## src/include/scc_pkg.sv

```systemverilog
// Constants and types shared by the serial controller register access block
//==============================================================
//==============================================================
package scc_pkg;
	// Widths
	localparam int DATA_W = 8;
	localparam int NUM_REGS = 16;
	localparam int IDX_W = 4;
	localparam int PTR_W = 3;
	localparam int NUM_CHAN = 2;
	// Host address bits
	localparam int ADDR_W = 2;
	localparam int ADDR_CD_BIT = 0;
	localparam int ADDR_CHAN_BIT = 1;
	// Primary command register fields
	localparam int PTR_LSB = 0;
	localparam int CMD_LSB = 3;
	localparam logic [2:0] CMD_HIGH_PTR = 3'h1;
	localparam logic [2:0] CMD_CHAN_RESET = 3'h3;
	// Register indices
	localparam logic [IDX_W-1:0] IDX_PRIMARY = 4'h0;
	localparam logic [IDX_W-1:0] IDX_MODE = 4'h2;
	localparam logic [IDX_W-1:0] IDX_PROTO = 4'h4;
	localparam logic [IDX_W-1:0] IDX_SR_B_ONLY = 4'h2;
	localparam logic [IDX_W-1:0] IDX_SR_A_ONLY = 4'h4;
	localparam logic [IDX_W-1:0] IDX_SR_NONE_LO = 4'h5;
	localparam logic [IDX_W-1:0] IDX_SR_NONE_HI = 4'h7;
	localparam logic [IDX_W-1:0] IDX_PAIR_LO = 4'h8;
	localparam logic [IDX_W-1:0] IDX_PAIR_HI = 4'h9;
	localparam logic [IDX_W-1:0] IDX_BAUD_LOAD = 4'hc;
	// Baud load control bits
	localparam int BAUD_TX_BIT = 0;
	localparam int BAUD_RX_BIT = 1;
	// Reset values
	localparam logic [DATA_W-1:0] CTRL_RST = 8'h00;
	localparam logic [IDX_W-1:0] PTR_RST = 4'h0;
	localparam logic [15:0] BAUD_RST = 16'h0000;
	// Pointer state
	typedef enum logic [0:0]
	{
		PTR_IDLE = 1'b0,
		PTR_ARMED = 1'b1
	} scc_ptr_e;
endpackage

```

## src/include/scc_ptr_if.sv

```systemverilog
// Carrier between the register bank and one channel's pointer unit
interface scc_ptr_if;
	logic acc_wr; // Control location write for this channel
	logic acc_rd; // Control location read for this channel
	logic [scc_pkg::DATA_W-1:0] wdata; // Host write byte
	logic [scc_pkg::IDX_W-1:0] idx; // Register selected now
	logic armed; // A pointer value is pending
	modport bank (output acc_wr, output acc_rd, output wdata, input idx, input armed);
	modport ptr (input acc_wr, input acc_rd, input wdata, output idx, output armed);
endinterface

```

## src/scc_ptr_unit.sv

```systemverilog
// Per-channel register pointer with high pointer and auto clear
module scc_ptr_unit
(
	input wire logic clk_sys,
	input wire logic rstn,
	input wire logic ce,
	scc_ptr_if.ptr pif
);
	//==============================================================
	// Pointer state
	//==============================================================
	scc_pkg::scc_ptr_e state_r; // Idle or pending pointer
	logic [scc_pkg::IDX_W-1:0] ptr_r; // Held register index
	logic [2:0] cmd; // Command field of the written byte
	logic [scc_pkg::PTR_W-1:0] wlo; // Pointer field of the written byte

	assign cmd = pif.wdata[scc_pkg::CMD_LSB +: 3];
	assign wlo = pif.wdata[scc_pkg::PTR_LSB +: scc_pkg::PTR_W];
	assign pif.idx = ptr_r;
	assign pif.armed = (state_r == scc_pkg::PTR_ARMED);

	// Arm on a primary write naming a register, clear after the next access
	always_ff @(posedge clk_sys or negedge rstn)
	begin
		if (!rstn)
		begin
			state_r <= scc_pkg::PTR_IDLE;
			ptr_r <= scc_pkg::PTR_RST;
		end
		else if (ce && (pif.acc_wr || pif.acc_rd))
		begin
			case (state_r)
				scc_pkg::PTR_IDLE:
				begin
					// Channel reset command leaves the pointer cleared
					if (pif.acc_wr && cmd != scc_pkg::CMD_CHAN_RESET &&
						(wlo != 3'h0 || cmd == scc_pkg::CMD_HIGH_PTR))
					begin
						state_r <= scc_pkg::PTR_ARMED;
						ptr_r <= {cmd == scc_pkg::CMD_HIGH_PTR, wlo};
					end
				end
				scc_pkg::PTR_ARMED:
				begin
					state_r <= scc_pkg::PTR_IDLE;
					ptr_r <= scc_pkg::PTR_RST;
				end
				default:
				begin
					state_r <= scc_pkg::PTR_IDLE;
					ptr_r <= scc_pkg::PTR_RST;
				end
			endcase
		end
	end

	//==============================================================
	// Checks
	//==============================================================
	property p_autoclear;
		@(posedge clk_sys) disable iff (!rstn)
		(ce && (pif.acc_wr || pif.acc_rd) && pif.armed) |=> (!pif.armed && pif.idx == 4'h0);
	endproperty
	a_autoclear: assert property (p_autoclear)
		else $error("Pointer not cleared after access");

	property p_high_ptr;
		@(posedge clk_sys) disable iff (!rstn)
		(ce && pif.acc_wr && !pif.armed && cmd == scc_pkg::CMD_HIGH_PTR)
		|=> (pif.armed && pif.idx == {1'b1, $past(wlo)});
	endproperty
	a_high_ptr: assert property (p_high_ptr)
		else $error("High pointer did not select upper register");
endmodule

```

## src/scc_regs.sv

```systemverilog
// Dual-channel register bank reached through data and control locations
//
// Local design decisions: the register addresses and the strobed register port.
module scc_regs
(
	input wire logic clk_sys,
	input wire logic rstn,
	input wire logic ce, // Freezes all state while low
	input wire logic [scc_pkg::ADDR_W-1:0] addr, // Bit 0 control/data, bit 1 channel B
	input wire logic [scc_pkg::DATA_W-1:0] wdata,
	input wire logic wr,
	input wire logic rd,
	output logic [scc_pkg::DATA_W-1:0] rdata,
	input wire logic [scc_pkg::NUM_REGS*scc_pkg::DATA_W-1:0] stat_a,
	input wire logic [scc_pkg::NUM_REGS*scc_pkg::DATA_W-1:0] stat_b,
	input wire logic [scc_pkg::DATA_W-1:0] rx_data_a,
	input wire logic [scc_pkg::DATA_W-1:0] rx_data_b,
	output logic rx_take_a,
	output logic rx_take_b,
	output logic [scc_pkg::DATA_W-1:0] tx_data_a,
	output logic [scc_pkg::DATA_W-1:0] tx_data_b,
	output logic tx_load_a,
	output logic tx_load_b,
	output logic [scc_pkg::NUM_REGS*scc_pkg::DATA_W-1:0] ctrl_a,
	output logic [scc_pkg::NUM_REGS*scc_pkg::DATA_W-1:0] ctrl_b,
	output logic [scc_pkg::DATA_W-1:0] interface_mode_reg_chan_a,
	output logic [scc_pkg::DATA_W-1:0] interface_mode_reg_chan_b,
	output logic [15:0] paired_ctrl_eight_nine_a,
	output logic [15:0] paired_ctrl_eight_nine_b,
	output logic [15:0] baud_tx_count_a,
	output logic [15:0] baud_tx_count_b,
	output logic [15:0] baud_rx_count_a,
	output logic [15:0] baud_rx_count_b,
	output logic chan_reset_a,
	output logic chan_reset_b
);
	//==============================================================
	// Helpers
	//==============================================================
	// Pick one byte from a flattened register set
	function automatic logic [7:0] pick_byte
	(
		input logic [scc_pkg::NUM_REGS*scc_pkg::DATA_W-1:0] v,
		input logic [scc_pkg::IDX_W-1:0] i
	);
		pick_byte = v[i*scc_pkg::DATA_W +: scc_pkg::DATA_W];
	endfunction

	// Status registers missing on a channel read as zero
	function automatic logic sr_present
	(
		input logic ch,
		input logic [scc_pkg::IDX_W-1:0] i
	);
		sr_present = 1'b1;
		if (i >= scc_pkg::IDX_SR_NONE_LO && i <= scc_pkg::IDX_SR_NONE_HI)
		begin
			sr_present = 1'b0;
		end
		else if (i == scc_pkg::IDX_SR_B_ONLY && !ch)
		begin
			sr_present = 1'b0;
		end
		else if (i == scc_pkg::IDX_SR_A_ONLY && ch)
		begin
			sr_present = 1'b0;
		end
	endfunction

	//==============================================================
	// Address decode
	//==============================================================
	logic cd; // High for the control location
	logic chan; // High for channel B
	logic [scc_pkg::IDX_W-1:0] idx_c [scc_pkg::NUM_CHAN]; // Pointer of each channel
	logic armed_c [scc_pkg::NUM_CHAN]; // Pending pointer of each channel
	logic [scc_pkg::IDX_W-1:0] sel_idx; // Register chosen on the selected channel
	logic sel_armed; // Selected channel has a pending pointer
	logic [2:0] wcmd; // Command field of the write byte
	logic ctl_wr; // Control location write
	logic ctl_rd; // Control location read
	logic dat_wr; // Data location write
	logic dat_rd; // Data location read

	assign cd = addr[scc_pkg::ADDR_CD_BIT];
	assign chan = addr[scc_pkg::ADDR_CHAN_BIT];
	assign sel_idx = idx_c[chan];
	assign sel_armed = armed_c[chan];
	assign wcmd = wdata[scc_pkg::CMD_LSB +: 3];
	assign ctl_wr = ce && wr && cd;
	assign ctl_rd = ce && rd && cd;
	assign dat_wr = ce && wr && !cd;
	assign dat_rd = ce && rd && !cd;

	//==============================================================
	// Pointer units, one per channel
	//==============================================================
	for (genvar c = 0; c < scc_pkg::NUM_CHAN; c++)
	begin : g_ch
		scc_ptr_if pif ();
		assign pif.acc_wr = wr && cd && (chan == 1'(c));
		assign pif.acc_rd = rd && cd && (chan == 1'(c));
		assign pif.wdata = wdata;
		assign idx_c[c] = pif.idx;
		assign armed_c[c] = pif.armed;
		scc_ptr_unit u_ptr
		(
			.clk_sys(clk_sys),
			.rstn(rstn),
			.ce(ce),
			.pif(pif)
		);
	end

	//==============================================================
	// Control register storage
	//==============================================================
	logic [scc_pkg::DATA_W-1:0] ctrl_mem [scc_pkg::NUM_CHAN][scc_pkg::NUM_REGS]; // Per channel
	logic do_reset; // Channel reset command on a primary write

	assign do_reset = ctl_wr && !sel_armed && wcmd == scc_pkg::CMD_CHAN_RESET;

	// Store control writes, channel reset clears the channel's set
	always_ff @(posedge clk_sys or negedge rstn)
	begin
		if (!rstn)
		begin
			for (int c = 0; c < scc_pkg::NUM_CHAN; c++)
			begin
				for (int r = 0; r < scc_pkg::NUM_REGS; r++)
				begin
					ctrl_mem[c][r] <= scc_pkg::CTRL_RST;
				end
			end
		end
		else if (do_reset)
		begin
			for (int r = 0; r < scc_pkg::NUM_REGS; r++)
			begin
				ctrl_mem[chan][r] <= scc_pkg::CTRL_RST;
			end
		end
		else if (ctl_wr)
		begin
			// Pointer zero selects the primary command register
			ctrl_mem[chan][sel_idx] <= wdata;
		end
	end

	// Channel reset pulse towards the channel logic
	assign chan_reset_a = do_reset && !chan;
	assign chan_reset_b = do_reset && chan;

	//==============================================================
	// Register pair and baud count loading
	//==============================================================
	logic [15:0] pair_c [scc_pkg::NUM_CHAN]; // Registers eight and nine together
	logic [15:0] sel_pair; // Pair of the selected channel
	logic [15:0] baud_tx_r [scc_pkg::NUM_CHAN]; // Loaded transmit count
	logic [15:0] baud_rx_r [scc_pkg::NUM_CHAN]; // Loaded receive count
	logic baud_wr; // Write to the baud load register

	for (genvar c = 0; c < scc_pkg::NUM_CHAN; c++)
	begin : g_pair
		assign pair_c[c] = {ctrl_mem[c][scc_pkg::IDX_PAIR_HI], ctrl_mem[c][scc_pkg::IDX_PAIR_LO]};
	end
	assign sel_pair = pair_c[chan];
	assign baud_wr = ctl_wr && sel_armed && sel_idx == scc_pkg::IDX_BAUD_LOAD;

	// Load the count from the pair when the matching bit is written set
	always_ff @(posedge clk_sys or negedge rstn)
	begin
		if (!rstn)
		begin
			for (int c = 0; c < scc_pkg::NUM_CHAN; c++)
			begin
				baud_tx_r[c] <= scc_pkg::BAUD_RST;
				baud_rx_r[c] <= scc_pkg::BAUD_RST;
			end
		end
		else if (baud_wr)
		begin
			if (wdata[scc_pkg::BAUD_TX_BIT])
			begin
				baud_tx_r[chan] <= sel_pair;
			end
			if (wdata[scc_pkg::BAUD_RX_BIT])
			begin
				baud_rx_r[chan] <= sel_pair;
			end
		end
	end

	//==============================================================
	// Data path
	//==============================================================
	logic [scc_pkg::DATA_W-1:0] tx_r [scc_pkg::NUM_CHAN]; // Transmit data register

	// Data writes bypass the pointer
	always_ff @(posedge clk_sys or negedge rstn)
	begin
		if (!rstn)
		begin
			for (int c = 0; c < scc_pkg::NUM_CHAN; c++)
			begin
				tx_r[c] <= scc_pkg::CTRL_RST;
			end
		end
		else if (dat_wr)
		begin
			tx_r[chan] <= wdata;
		end
	end

	// Strobes to the channel data logic
	assign tx_load_a = dat_wr && !chan;
	assign tx_load_b = dat_wr && chan;
	assign rx_take_a = dat_rd && !chan;
	assign rx_take_b = dat_rd && chan;

	//==============================================================
	// Read data
	//==============================================================
	logic [scc_pkg::DATA_W-1:0] stat_sel; // Status byte of the selected register
	logic [scc_pkg::DATA_W-1:0] rx_sel; // Receive byte of the selected channel
	logic [scc_pkg::DATA_W-1:0] rdata_r; // Registered read data

	// Selected pointer is zero when idle, giving the primary status
	always_comb
	begin
		stat_sel = 8'h00;
		if (sr_present(chan, sel_idx))
		begin
			stat_sel = chan ? pick_byte(stat_b, sel_idx) : pick_byte(stat_a, sel_idx);
		end
	end
	assign rx_sel = chan ? rx_data_b : rx_data_a;

	// Read data stands in the cycle after the strobe, then clears unless ce is low
	always_ff @(posedge clk_sys or negedge rstn)
	begin
		if (!rstn)
		begin
			rdata_r <= 8'h00;
		end
		else if (ce)
		begin
			if (ctl_rd)
			begin
				rdata_r <= stat_sel;
			end
			else if (dat_rd)
			begin
				rdata_r <= rx_sel;
			end
			else
			begin
				rdata_r <= 8'h00;
			end
		end
	end
	assign rdata = rdata_r;

	//==============================================================
	// Output mapping
	//==============================================================
	for (genvar r = 0; r < scc_pkg::NUM_REGS; r++)
	begin : g_out
		assign ctrl_a[r*scc_pkg::DATA_W +: scc_pkg::DATA_W] = ctrl_mem[0][r];
		assign ctrl_b[r*scc_pkg::DATA_W +: scc_pkg::DATA_W] = ctrl_mem[1][r];
	end
	assign interface_mode_reg_chan_a = ctrl_mem[0][scc_pkg::IDX_MODE];
	assign interface_mode_reg_chan_b = ctrl_mem[1][scc_pkg::IDX_MODE];
	assign paired_ctrl_eight_nine_a = pair_c[0];
	assign paired_ctrl_eight_nine_b = pair_c[1];
	assign baud_tx_count_a = baud_tx_r[0];
	assign baud_tx_count_b = baud_tx_r[1];
	assign baud_rx_count_a = baud_rx_r[0];
	assign baud_rx_count_b = baud_rx_r[1];
	assign tx_data_a = tx_r[0];
	assign tx_data_b = tx_r[1];

	//==============================================================
	// Checks
	//==============================================================
	property p_status_read;
		@(posedge clk_sys) disable iff (!rstn)
		ctl_rd |=> (rdata == $past(stat_sel));
	endproperty
	a_status_read: assert property (p_status_read)
		else $error("Control read returned wrong status byte");

	property p_ptr_then_read;
		@(posedge clk_sys) disable iff (!rstn)
		(ctl_wr && !sel_armed && wcmd == 3'h0 && wdata[2:0] == 3'h3 && !chan)
		##[1:2] (ctl_rd && !chan && sel_armed) |=> (rdata == stat_a[31:24]);
	endproperty
	a_ptr_then_read: assert property (p_ptr_then_read)
		else $error("Pointer write then read missed register three");

	property p_data_read;
		@(posedge clk_sys) disable iff (!rstn)
		dat_rd |=> (rdata == $past(rx_sel));
	endproperty
	a_data_read: assert property (p_data_read)
		else $error("Data read returned wrong byte");

	property p_data_keeps_ptr;
		@(posedge clk_sys) disable iff (!rstn)
		(dat_wr || dat_rd) |=> (idx_c[$past(chan)] == $past(sel_idx));
	endproperty
	a_data_keeps_ptr: assert property (p_data_keeps_ptr)
		else $error("Data access moved the pointer");

	property p_ctrl_store;
		@(posedge clk_sys) disable iff (!rstn)
		(ctl_wr && sel_armed) |=> (ctrl_mem[$past(chan)][$past(sel_idx)] == $past(wdata));
	endproperty
	a_ctrl_store: assert property (p_ctrl_store)
		else $error("Pointed control write not stored");

	property p_primary_direct;
		@(posedge clk_sys) disable iff (!rstn)
		(ctl_wr && !sel_armed && wcmd != scc_pkg::CMD_CHAN_RESET)
		|=> (ctrl_mem[$past(chan)][0] == $past(wdata));
	endproperty
	a_primary_direct: assert property (p_primary_direct)
		else $error("Direct write missed primary command register");

	property p_mode_split;
		@(posedge clk_sys) disable iff (!rstn)
		(ctl_wr && !chan && sel_idx == scc_pkg::IDX_MODE) |=> $stable(interface_mode_reg_chan_b);
	endproperty
	a_mode_split: assert property (p_mode_split)
		else $error("Channel A mode write changed channel B");

	property p_baud_tx;
		@(posedge clk_sys) disable iff (!rstn)
		(baud_wr && wdata[scc_pkg::BAUD_TX_BIT]) |=> (baud_tx_r[$past(chan)] == $past(sel_pair));
	endproperty
	a_baud_tx: assert property (p_baud_tx)
		else $error("Transmit count not loaded from pair");

	property p_absent_sr;
		@(posedge clk_sys) disable iff (!rstn)
		(ctl_rd && !chan && sel_idx == scc_pkg::IDX_SR_B_ONLY) |=> (rdata == 8'h00);
	endproperty
	a_absent_sr: assert property (p_absent_sr)
		else $error("Missing status register did not read zero");
endmodule

```

## config.mk

```make
export PLATFORM = sky130hd
export DESIGN_NAME = scc_regs
export DESIGN_NICKNAME = d
export VERILOG_FILES = /design/src/include/scc_pkg.sv /design/src/include/scc_ptr_if.sv /design/src/scc_ptr_unit.sv /design/src/scc_regs.sv
export SDC_FILE = /design/constraint.sdc
export NUM_CORES = 1
export LEC_CHECK = 0
export ABC_CLOCK_PERIOD_IN_PS = 2300
export BUFFER_PORTS_ARGS = -buffer_cell sky130_fd_sc_hd__buf_2
export CAP_MARGIN = 20
export CORE_AREA = 2 2 265 267
export DETAILED_ROUTE_END_ITERATION = 12
export DIE_AREA = 0 0 267 269
export GPL_ROUTABILITY_DRIVEN = 0
export HOLD_SLACK_MARGIN = 0.02
export PLACE_DENSITY = 0.56
export SETUP_SLACK_MARGIN = 0.15
export SYNTH_ARGS = -nofsm -noshare
export SYNTH_HDL_FRONTEND = slang
export SYNTH_SLANG_ARGS = --single-unit
```

## constraint.sdc

```tcl
create_clock -name clk_sys -period 2.3 [get_ports clk_sys]
set_input_delay 0.345 -clock clk_sys [delete_from_list [all_inputs] [get_ports clk_sys]]
set_output_delay 0.345 -clock clk_sys [all_outputs]
set_load 0.05 [all_outputs]
```

# After elaboration in Yosys (flattened, before gate mapping)
# Index checks and enable logic that the tools add are counted.
# totals
regBits	354
inputBits	287
out_inout_bits	398
elab_cells	212
# classes
magnitude_cmp	6
n_eq_ne	8
shifts	2
mux	71
n_bitwise	37
n_reduce_logical	45
# op_table
op	n
256-bit AND	16
256-bit NOT	16
128-bit demux with 1-bit select	17
256-bit 2-to-1 mux	2
256-bit bitwise mux	1
128-bit 2-to-1 mux	2
128-bit by 8-bit indexed part select with 8-bit output	2
120-bit 2-to-1 mux	1
112-bit 2-to-1 mux	1
104-bit 2-to-1 mux	1
96-bit 2-to-1 mux	1
88-bit 2-to-1 mux	1
16-bit 2-to-1 mux	5
80-bit 2-to-1 mux	1
72-bit 2-to-1 mux	1
32-bit bitwise mux	2
64-bit 2-to-1 mux	1
8-bit 2-to-1 mux	8
56-bit 2-to-1 mux	1
48-bit 2-to-1 mux	1
40-bit 2-to-1 mux	1
1-bit logical AND	33
8-bit demux with 4-bit select	1
32-bit 2-to-1 mux	1
other kinds (29)	52

# Depth between registers and ports, before layout
# depth
ltp_word	23
ltp_mapped	10

# Modules after synthesis
# A second synthesis with hierarchy kept.
# hier_totals
cells_unflattened	1254
hier_area_um2	16271.9
# modules_own_cells
module	instances	cells_per_inst	area_each_um2
scc_regs	1	1192	15691.3
scc_ptr_unit	2	31	290.3

# Least setup slack after synthesis
# OpenSTA, ideal clock, no wires.
# synth_timing
path_type	input port to flip-flop
start	input addr[1] (netlist bit)
end	register rdata_r, in the netlist rdata[4]
setup_time_ps	95
arrival_ps	2745
required_ps	2205
path_slack_ps	-540
cell_stages	6
path_buffers	3
cell_sequence	buf_6 -> buf_2 -> buf_1 -> nor3_1 -> a221oi_1 -> o32ai_2
# synth_via
elab_chain_len	11
# synth_lines
item	line	text
start: declaration	scc_regs.sv:9	input wire logic [scc_pkg::ADDR_W-1:0] addr,
branches (longest 10 deep; another with 128-bit by 8-bit indexed part select with 8-bit output)	n/a	
8-bit 2-to-1 mux (*)	scc_regs.sv:248	if (ctl_rd)
end signal: assignment	scc_regs.sv:250	rdata_r <= stat_sel;
end signal: assignment	scc_regs.sv:254	rdata_r <= rx_sel;
end: declaration	scc_regs.sv:226	logic [scc_pkg::DATA_W-1:0] rdata_r;
# Mark *: on every way between the ends. The select of a mux whose other input is x is not followed.
# A chain may end at the register's enable or synchronous reset.

# Final worst setup path
# layout_timing
start	register g_ch[0].u_ptr.state_r
end	output chan_reset_b
# layout_via
elab_chain_len	7
# layout_lines
item	line	text
start: declaration	scc_ptr_unit.sv:12	scc_pkg::scc_ptr_e state_r;
start signal: assignment	scc_ptr_unit.sv:27	state_r <= scc_pkg::PTR_IDLE;
start signal: assignment	scc_ptr_unit.sv:39	state_r <= scc_pkg::PTR_ARMED;
start signal: assignment	scc_ptr_unit.sv:45	state_r <= scc_pkg::PTR_IDLE;
1-bit 2-to-1 mux (not written as such) (3 in series)	scc_regs.sv:88	assign sel_armed = armed_c[chan];
1-bit zero test	scc_regs.sv:121	assign do_reset = ctl_wr && !sel_armed && wcmd == scc_pkg::CMD_CHAN_RESET;
1-bit logical AND (2 in series)	scc_regs.sv:121	
1-bit logical AND	scc_regs.sv:152	assign chan_reset_b = do_reset && chan;
end: declaration	scc_regs.sv:35	output logic chan_reset_b
# No other way between the ends. The select of a mux whose other input is x is not followed.

==> impl_metrics.json <==
{
  "crit_start": "g_ch[0].u_ptr.pif.armed",
  "max_freq_mhz": 462,
  "synth-seq-area-share_pct": 54.9,
  "crit_chain": "mux2i_2 > and3_4 > nand2_4 > clkinv_4 > buf_6 > buf_8",
  "clk_path_buf_depth": 3,
  "synth_area_sq_um": 16100,
  "critPathMaxStageDelay_ps": 390,
  "nFillCells": 7083,
  "setup-tns-final_ps": 0,
  "status": "finished, final reports clean",
  "dp.cells": 3081,
  "synth_async_sr_flop_share_pct": 100,
  "final_cell_area_sq_um": 23400,
  "dp_slack_ps": -192,
  "wl_um": 78600,
  "finClkSkew_ps": 26.7,
  "drt_iter0_drc": 1317,
  "r2r_end": "rdata[7]",
  "core_sq_um": 69300,
  "synth_cell_types": 64,
  "hold_class": "primary input to register",
  "clkSlewWorstSetupHoldPaths_ps": 60,
  "end_kind": "output pin",
  "numPortBuffers": 681,
  "min_period_ps": 2170,
  "ys_warn_count": 0,
  "synth_fp_nets": 1739,
  "leakagePower_nw": 12.1,
  "place_area_sq_um": 21500,
  "worst_skew_pair.late_latency_ps": 570,
  "setup-violations-final": 0,
  "synthTopCellsByArea": "dfrtp_1, a22o_1, mux2_2, o21ai_0, nand2_1",
  "regToRegSetupSlack_ps": 150,
  "max_cap_violations": 0,
  "critical-path-top-delay-family": "flip-flops",
  "cts_made_buffers": 42,
  "startpoint_type": "register",
  "yosysTopAreaCell": "dfrtp_1",
  "postRouteAntennaNets": 0,
  "r2r_start": "g_ch[0].u_ptr.pif.idx[1]",
  "grt_pass1_vias": 15300,
  "ff2ff_path_depth": 7,
  "ys_ff_latch": 354,
  "fin_nets": 2491,
  "antenna_found_initial": 14,
  "syn_avg_cell_area_sq_um": 11.1,
  "synth_top_cell_area_share_pct": 54.9,
  "synthCells": 1452,
  "hold_viol": 0,
  "drc": 0,
  "critical_path_buf_inv_count": 3,
  "vias": 15800,
  "total_power_mw": 18.5,
  "cpMaxStageDelayCell": "dfrtp_1",
  "slew_viol_final": 0,
  "cts_tree": "yes",
  "synth-edff-count": 0,
  "irDropWorstVdd_v": 0.000450,
  "worst-path-stages": 6,
  "period_share_pct": 94.1,
  "p_per_area_nw_per_um2": 793,
  "cp.required_ps": 1960,
  "dieArea_sq_um": 71800,
  "die_h_um": 269,
  "timing.hold.ws_ps": 77.3,
  "criticalPathCategory": "register to output pin",
  "cp-endpoint": "chan_reset_b",
  "die_w_um": 267,
  "setup_ws_ps": 135,
  "maxSlewHeadroom_pct": 48.3,
  "synthFlopType": "dfrtp_1",
  "h-tree-depth": 2,
  "fin_cells": 3184,
  "cts_root_buf": "clkbuf_16",
  "vias_per_cell": 4.96,
  "worstMarginPinSlew_ps": 769,
  "rsz0062_at_grt": "true",
  "grt_max_degree": 63,
  "syn2layout_area_growth_pct": 44.6,
  "dr.pass1.iters": 7,
  "grt_pass1_wl_um": 109000,
  "grt_usage_pct": 21.0,
  "utilization_pct": 33.7,
  "crit_path_max_fanout": 4,
  "io_pins": 685,
  "drt-wirelength-per-cell_um": 24.7,
  "grt_overflow_total": 0,
  "start_util_pct": 23.3,
  "hpwl_um": 60400,
  "clock-sinks": 354,
  "rows": 97,
  "post_route_cells_drive_above_1_share_pct": 48.3,
  "critPathArrivalTime_ps": 1820
}
==> where the power goes <==
part / switching (mW) / internal, mW / total [mW]
clock network: 2.78 / 4.13 / 6.91
logic: 3.21 / 1.50 / 4.72
registers: 0.307 / 6.58 / 6.89
total: 6.30 / 12.2 / 18.5
==> what timing repair did <==
action | CTS | global route
cloned | 0 | 1
hold endpoints to repair | 54 | 0
buffers inserted | 5 | 5
setup endpoints to repair | 183 | 84
resized for setup | 31 | 24
pin swaps | 1 | 2
hold buffers | 8 | 0
==> area by class of cell <==
type	count	area (sq um)	share of cell area, %
Tap cell	940	1180	5.04
Clock inverter	16	226	0.970
Clock buffer	58	1200	5.15
Sequential cell	354	8870	38.0
Inverter	9	40.0	0.171
Multi-Input combinational cell	936	6600	28.3
Timing Repair Buffer	861	5210	22.3
Antenna cell	10	25.0	0.107
==> worst min-delay path, delay by kind of cell <==
kind | cells | cell delay, ps
buffers and inverters | 1 | 110
AO/OA/AOI/OAI | 2 | 150
==> registers in the layout, summed over array words and instances (netlist names), 16 cells and up <==
register / count
ctrl_a: 120
baud_tx_count_a: 16
ctrl_b: 120
baud_rx_count_a: 16
baud_tx_count_b: 16
baud_rx_count_b: 16
==> logic make-up (layout without fill, tap and decap cells) <==
kind of cell           Yosys count  after routing  synth area share [%]
and+or+nand+nor                376            376                  10.9
buffers and inverters          162            944                  5.38
DFF                            354            354                  54.9
AOI/OAI and AO/OA              442            442                  19.4
other                            0             10                     0
muxes                          118            118                  9.45
==> how the worst min path moves through the flow <==
| stage | startpoint | to | slack (ps) | cells past startpoint |
|---|---|---|---|---|
| global route | rx_data_a[5] | rdata[5] | 40 | 3 |
| finish | rx_data_a[5] | rdata[5] | 80 | 3 |
| CTS | rx_data_a[5] | rdata[5] | 20 | 3 |
| global placement | rstn | ctrl_b[75] | 310 | 1 |
| detailed placement | rstn | ctrl_b[75] | 310 | 1 |
| floorplan | rstn | baud_rx_count_a[0] | 50 | 0 |
==> Yosys cell counts, types with 2 or more instances <==
| cell | number |
|---|---|
| clkinv_1 | 2 |
| buf_6 | 2 |
| mux2_2 | 76 |
| nor2b_1 | 5 |
| nand2_2 | 2 |
| inv_1 | 7 |
| a22o_1 | 145 |
| mux4_2 | 20 |
| clkbuf_2 | 2 |
| nand2b_1 | 7 |
| o32ai_1 | 3 |
| o211ai_1 | 4 |
| a222oi_1 | 5 |
| nor2_1 | 59 |
| nand4_1 | 2 |
| nand3_1 | 76 |
| a211oi_1 | 4 |
| nand2_1 | 170 |
| o21ai_0 | 152 |
| nor3_1 | 16 |
| o22a_1 | 4 |
| o21a_1 | 3 |
| buf_4 | 50 |
| and3_1 | 4 |
| and2_0 | 2 |
| mux2i_1 | 22 |
| nor4_1 | 2 |
| a32o_1 | 13 |
| buf_1 | 8 |
| o22ai_1 | 31 |
| a21o_1 | 3 |
| nor3b_1 | 3 |
| dfrtp_1 | 354 |
| and2_1 | 3 |
| nor3_2 | 5 |
| or3_1 | 5 |
| a21oi_1 | 27 |
| nor4_2 | 7 |
| a221oi_1 | 4 |
| o221ai_1 | 22 |
| buf_2 | 31 |
| nand3_2 | 2 |
| clkbuf_1 | 59 |
| o31ai_1 | 9 |
==> routing by layer <==
layer / track usage [%] / wire length (um) / vias to the layer above
li1: - / - / 6895
met2: 31.8 / 35000 / 860
met5: 1.08 / 8 / -
met1: 28.5 / 33700 / 7913
met4: 5.56 / 1700 / 2
met3: 6.99 / 8170 / 132
==> layout by cell type, fill, tap and decap left out, types with 5 or more instances in the layout <==
cell / synthesis / final
a21oi_2: 0 / 6
clkbuf_8: 0 / 7
mux4_2: 20 / 20
o22ai_1: 31 / 31
a222oi_1: 5 / 5
o31ai_1: 9 / 9
a32o_1: 13 / 13
inv_1: 7 / 7
nor2_1: 59 / 53
clkbuf_1: 59 / 8
nor3_1: 16 / 13
nor2b_1: 5 / 5
or3_1: 5 / 5
diode_2: 0 / 10
nand3_1: 76 / 72
dlygate4sd3_1: 0 / 8
a22o_1: 145 / 145
mux2_2: 76 / 76
mux2i_1: 22 / 21
a21oi_1: 27 / 21
clkinv_2: 0 / 5
clkbuf_16: 0 / 44
nand3_2: 2 / 6
buf_12: 1 / 31
o221ai_1: 22 / 20
nor4_2: 7 / 7
o21ai_0: 152 / 150
dfrtp_1: 354 / 349
nor2_2: 0 / 6
buf_2: 31 / 677
buf_4: 50 / 141
nand2_1: 170 / 168
No activity file was read; power rests on OpenSTA's default activity.
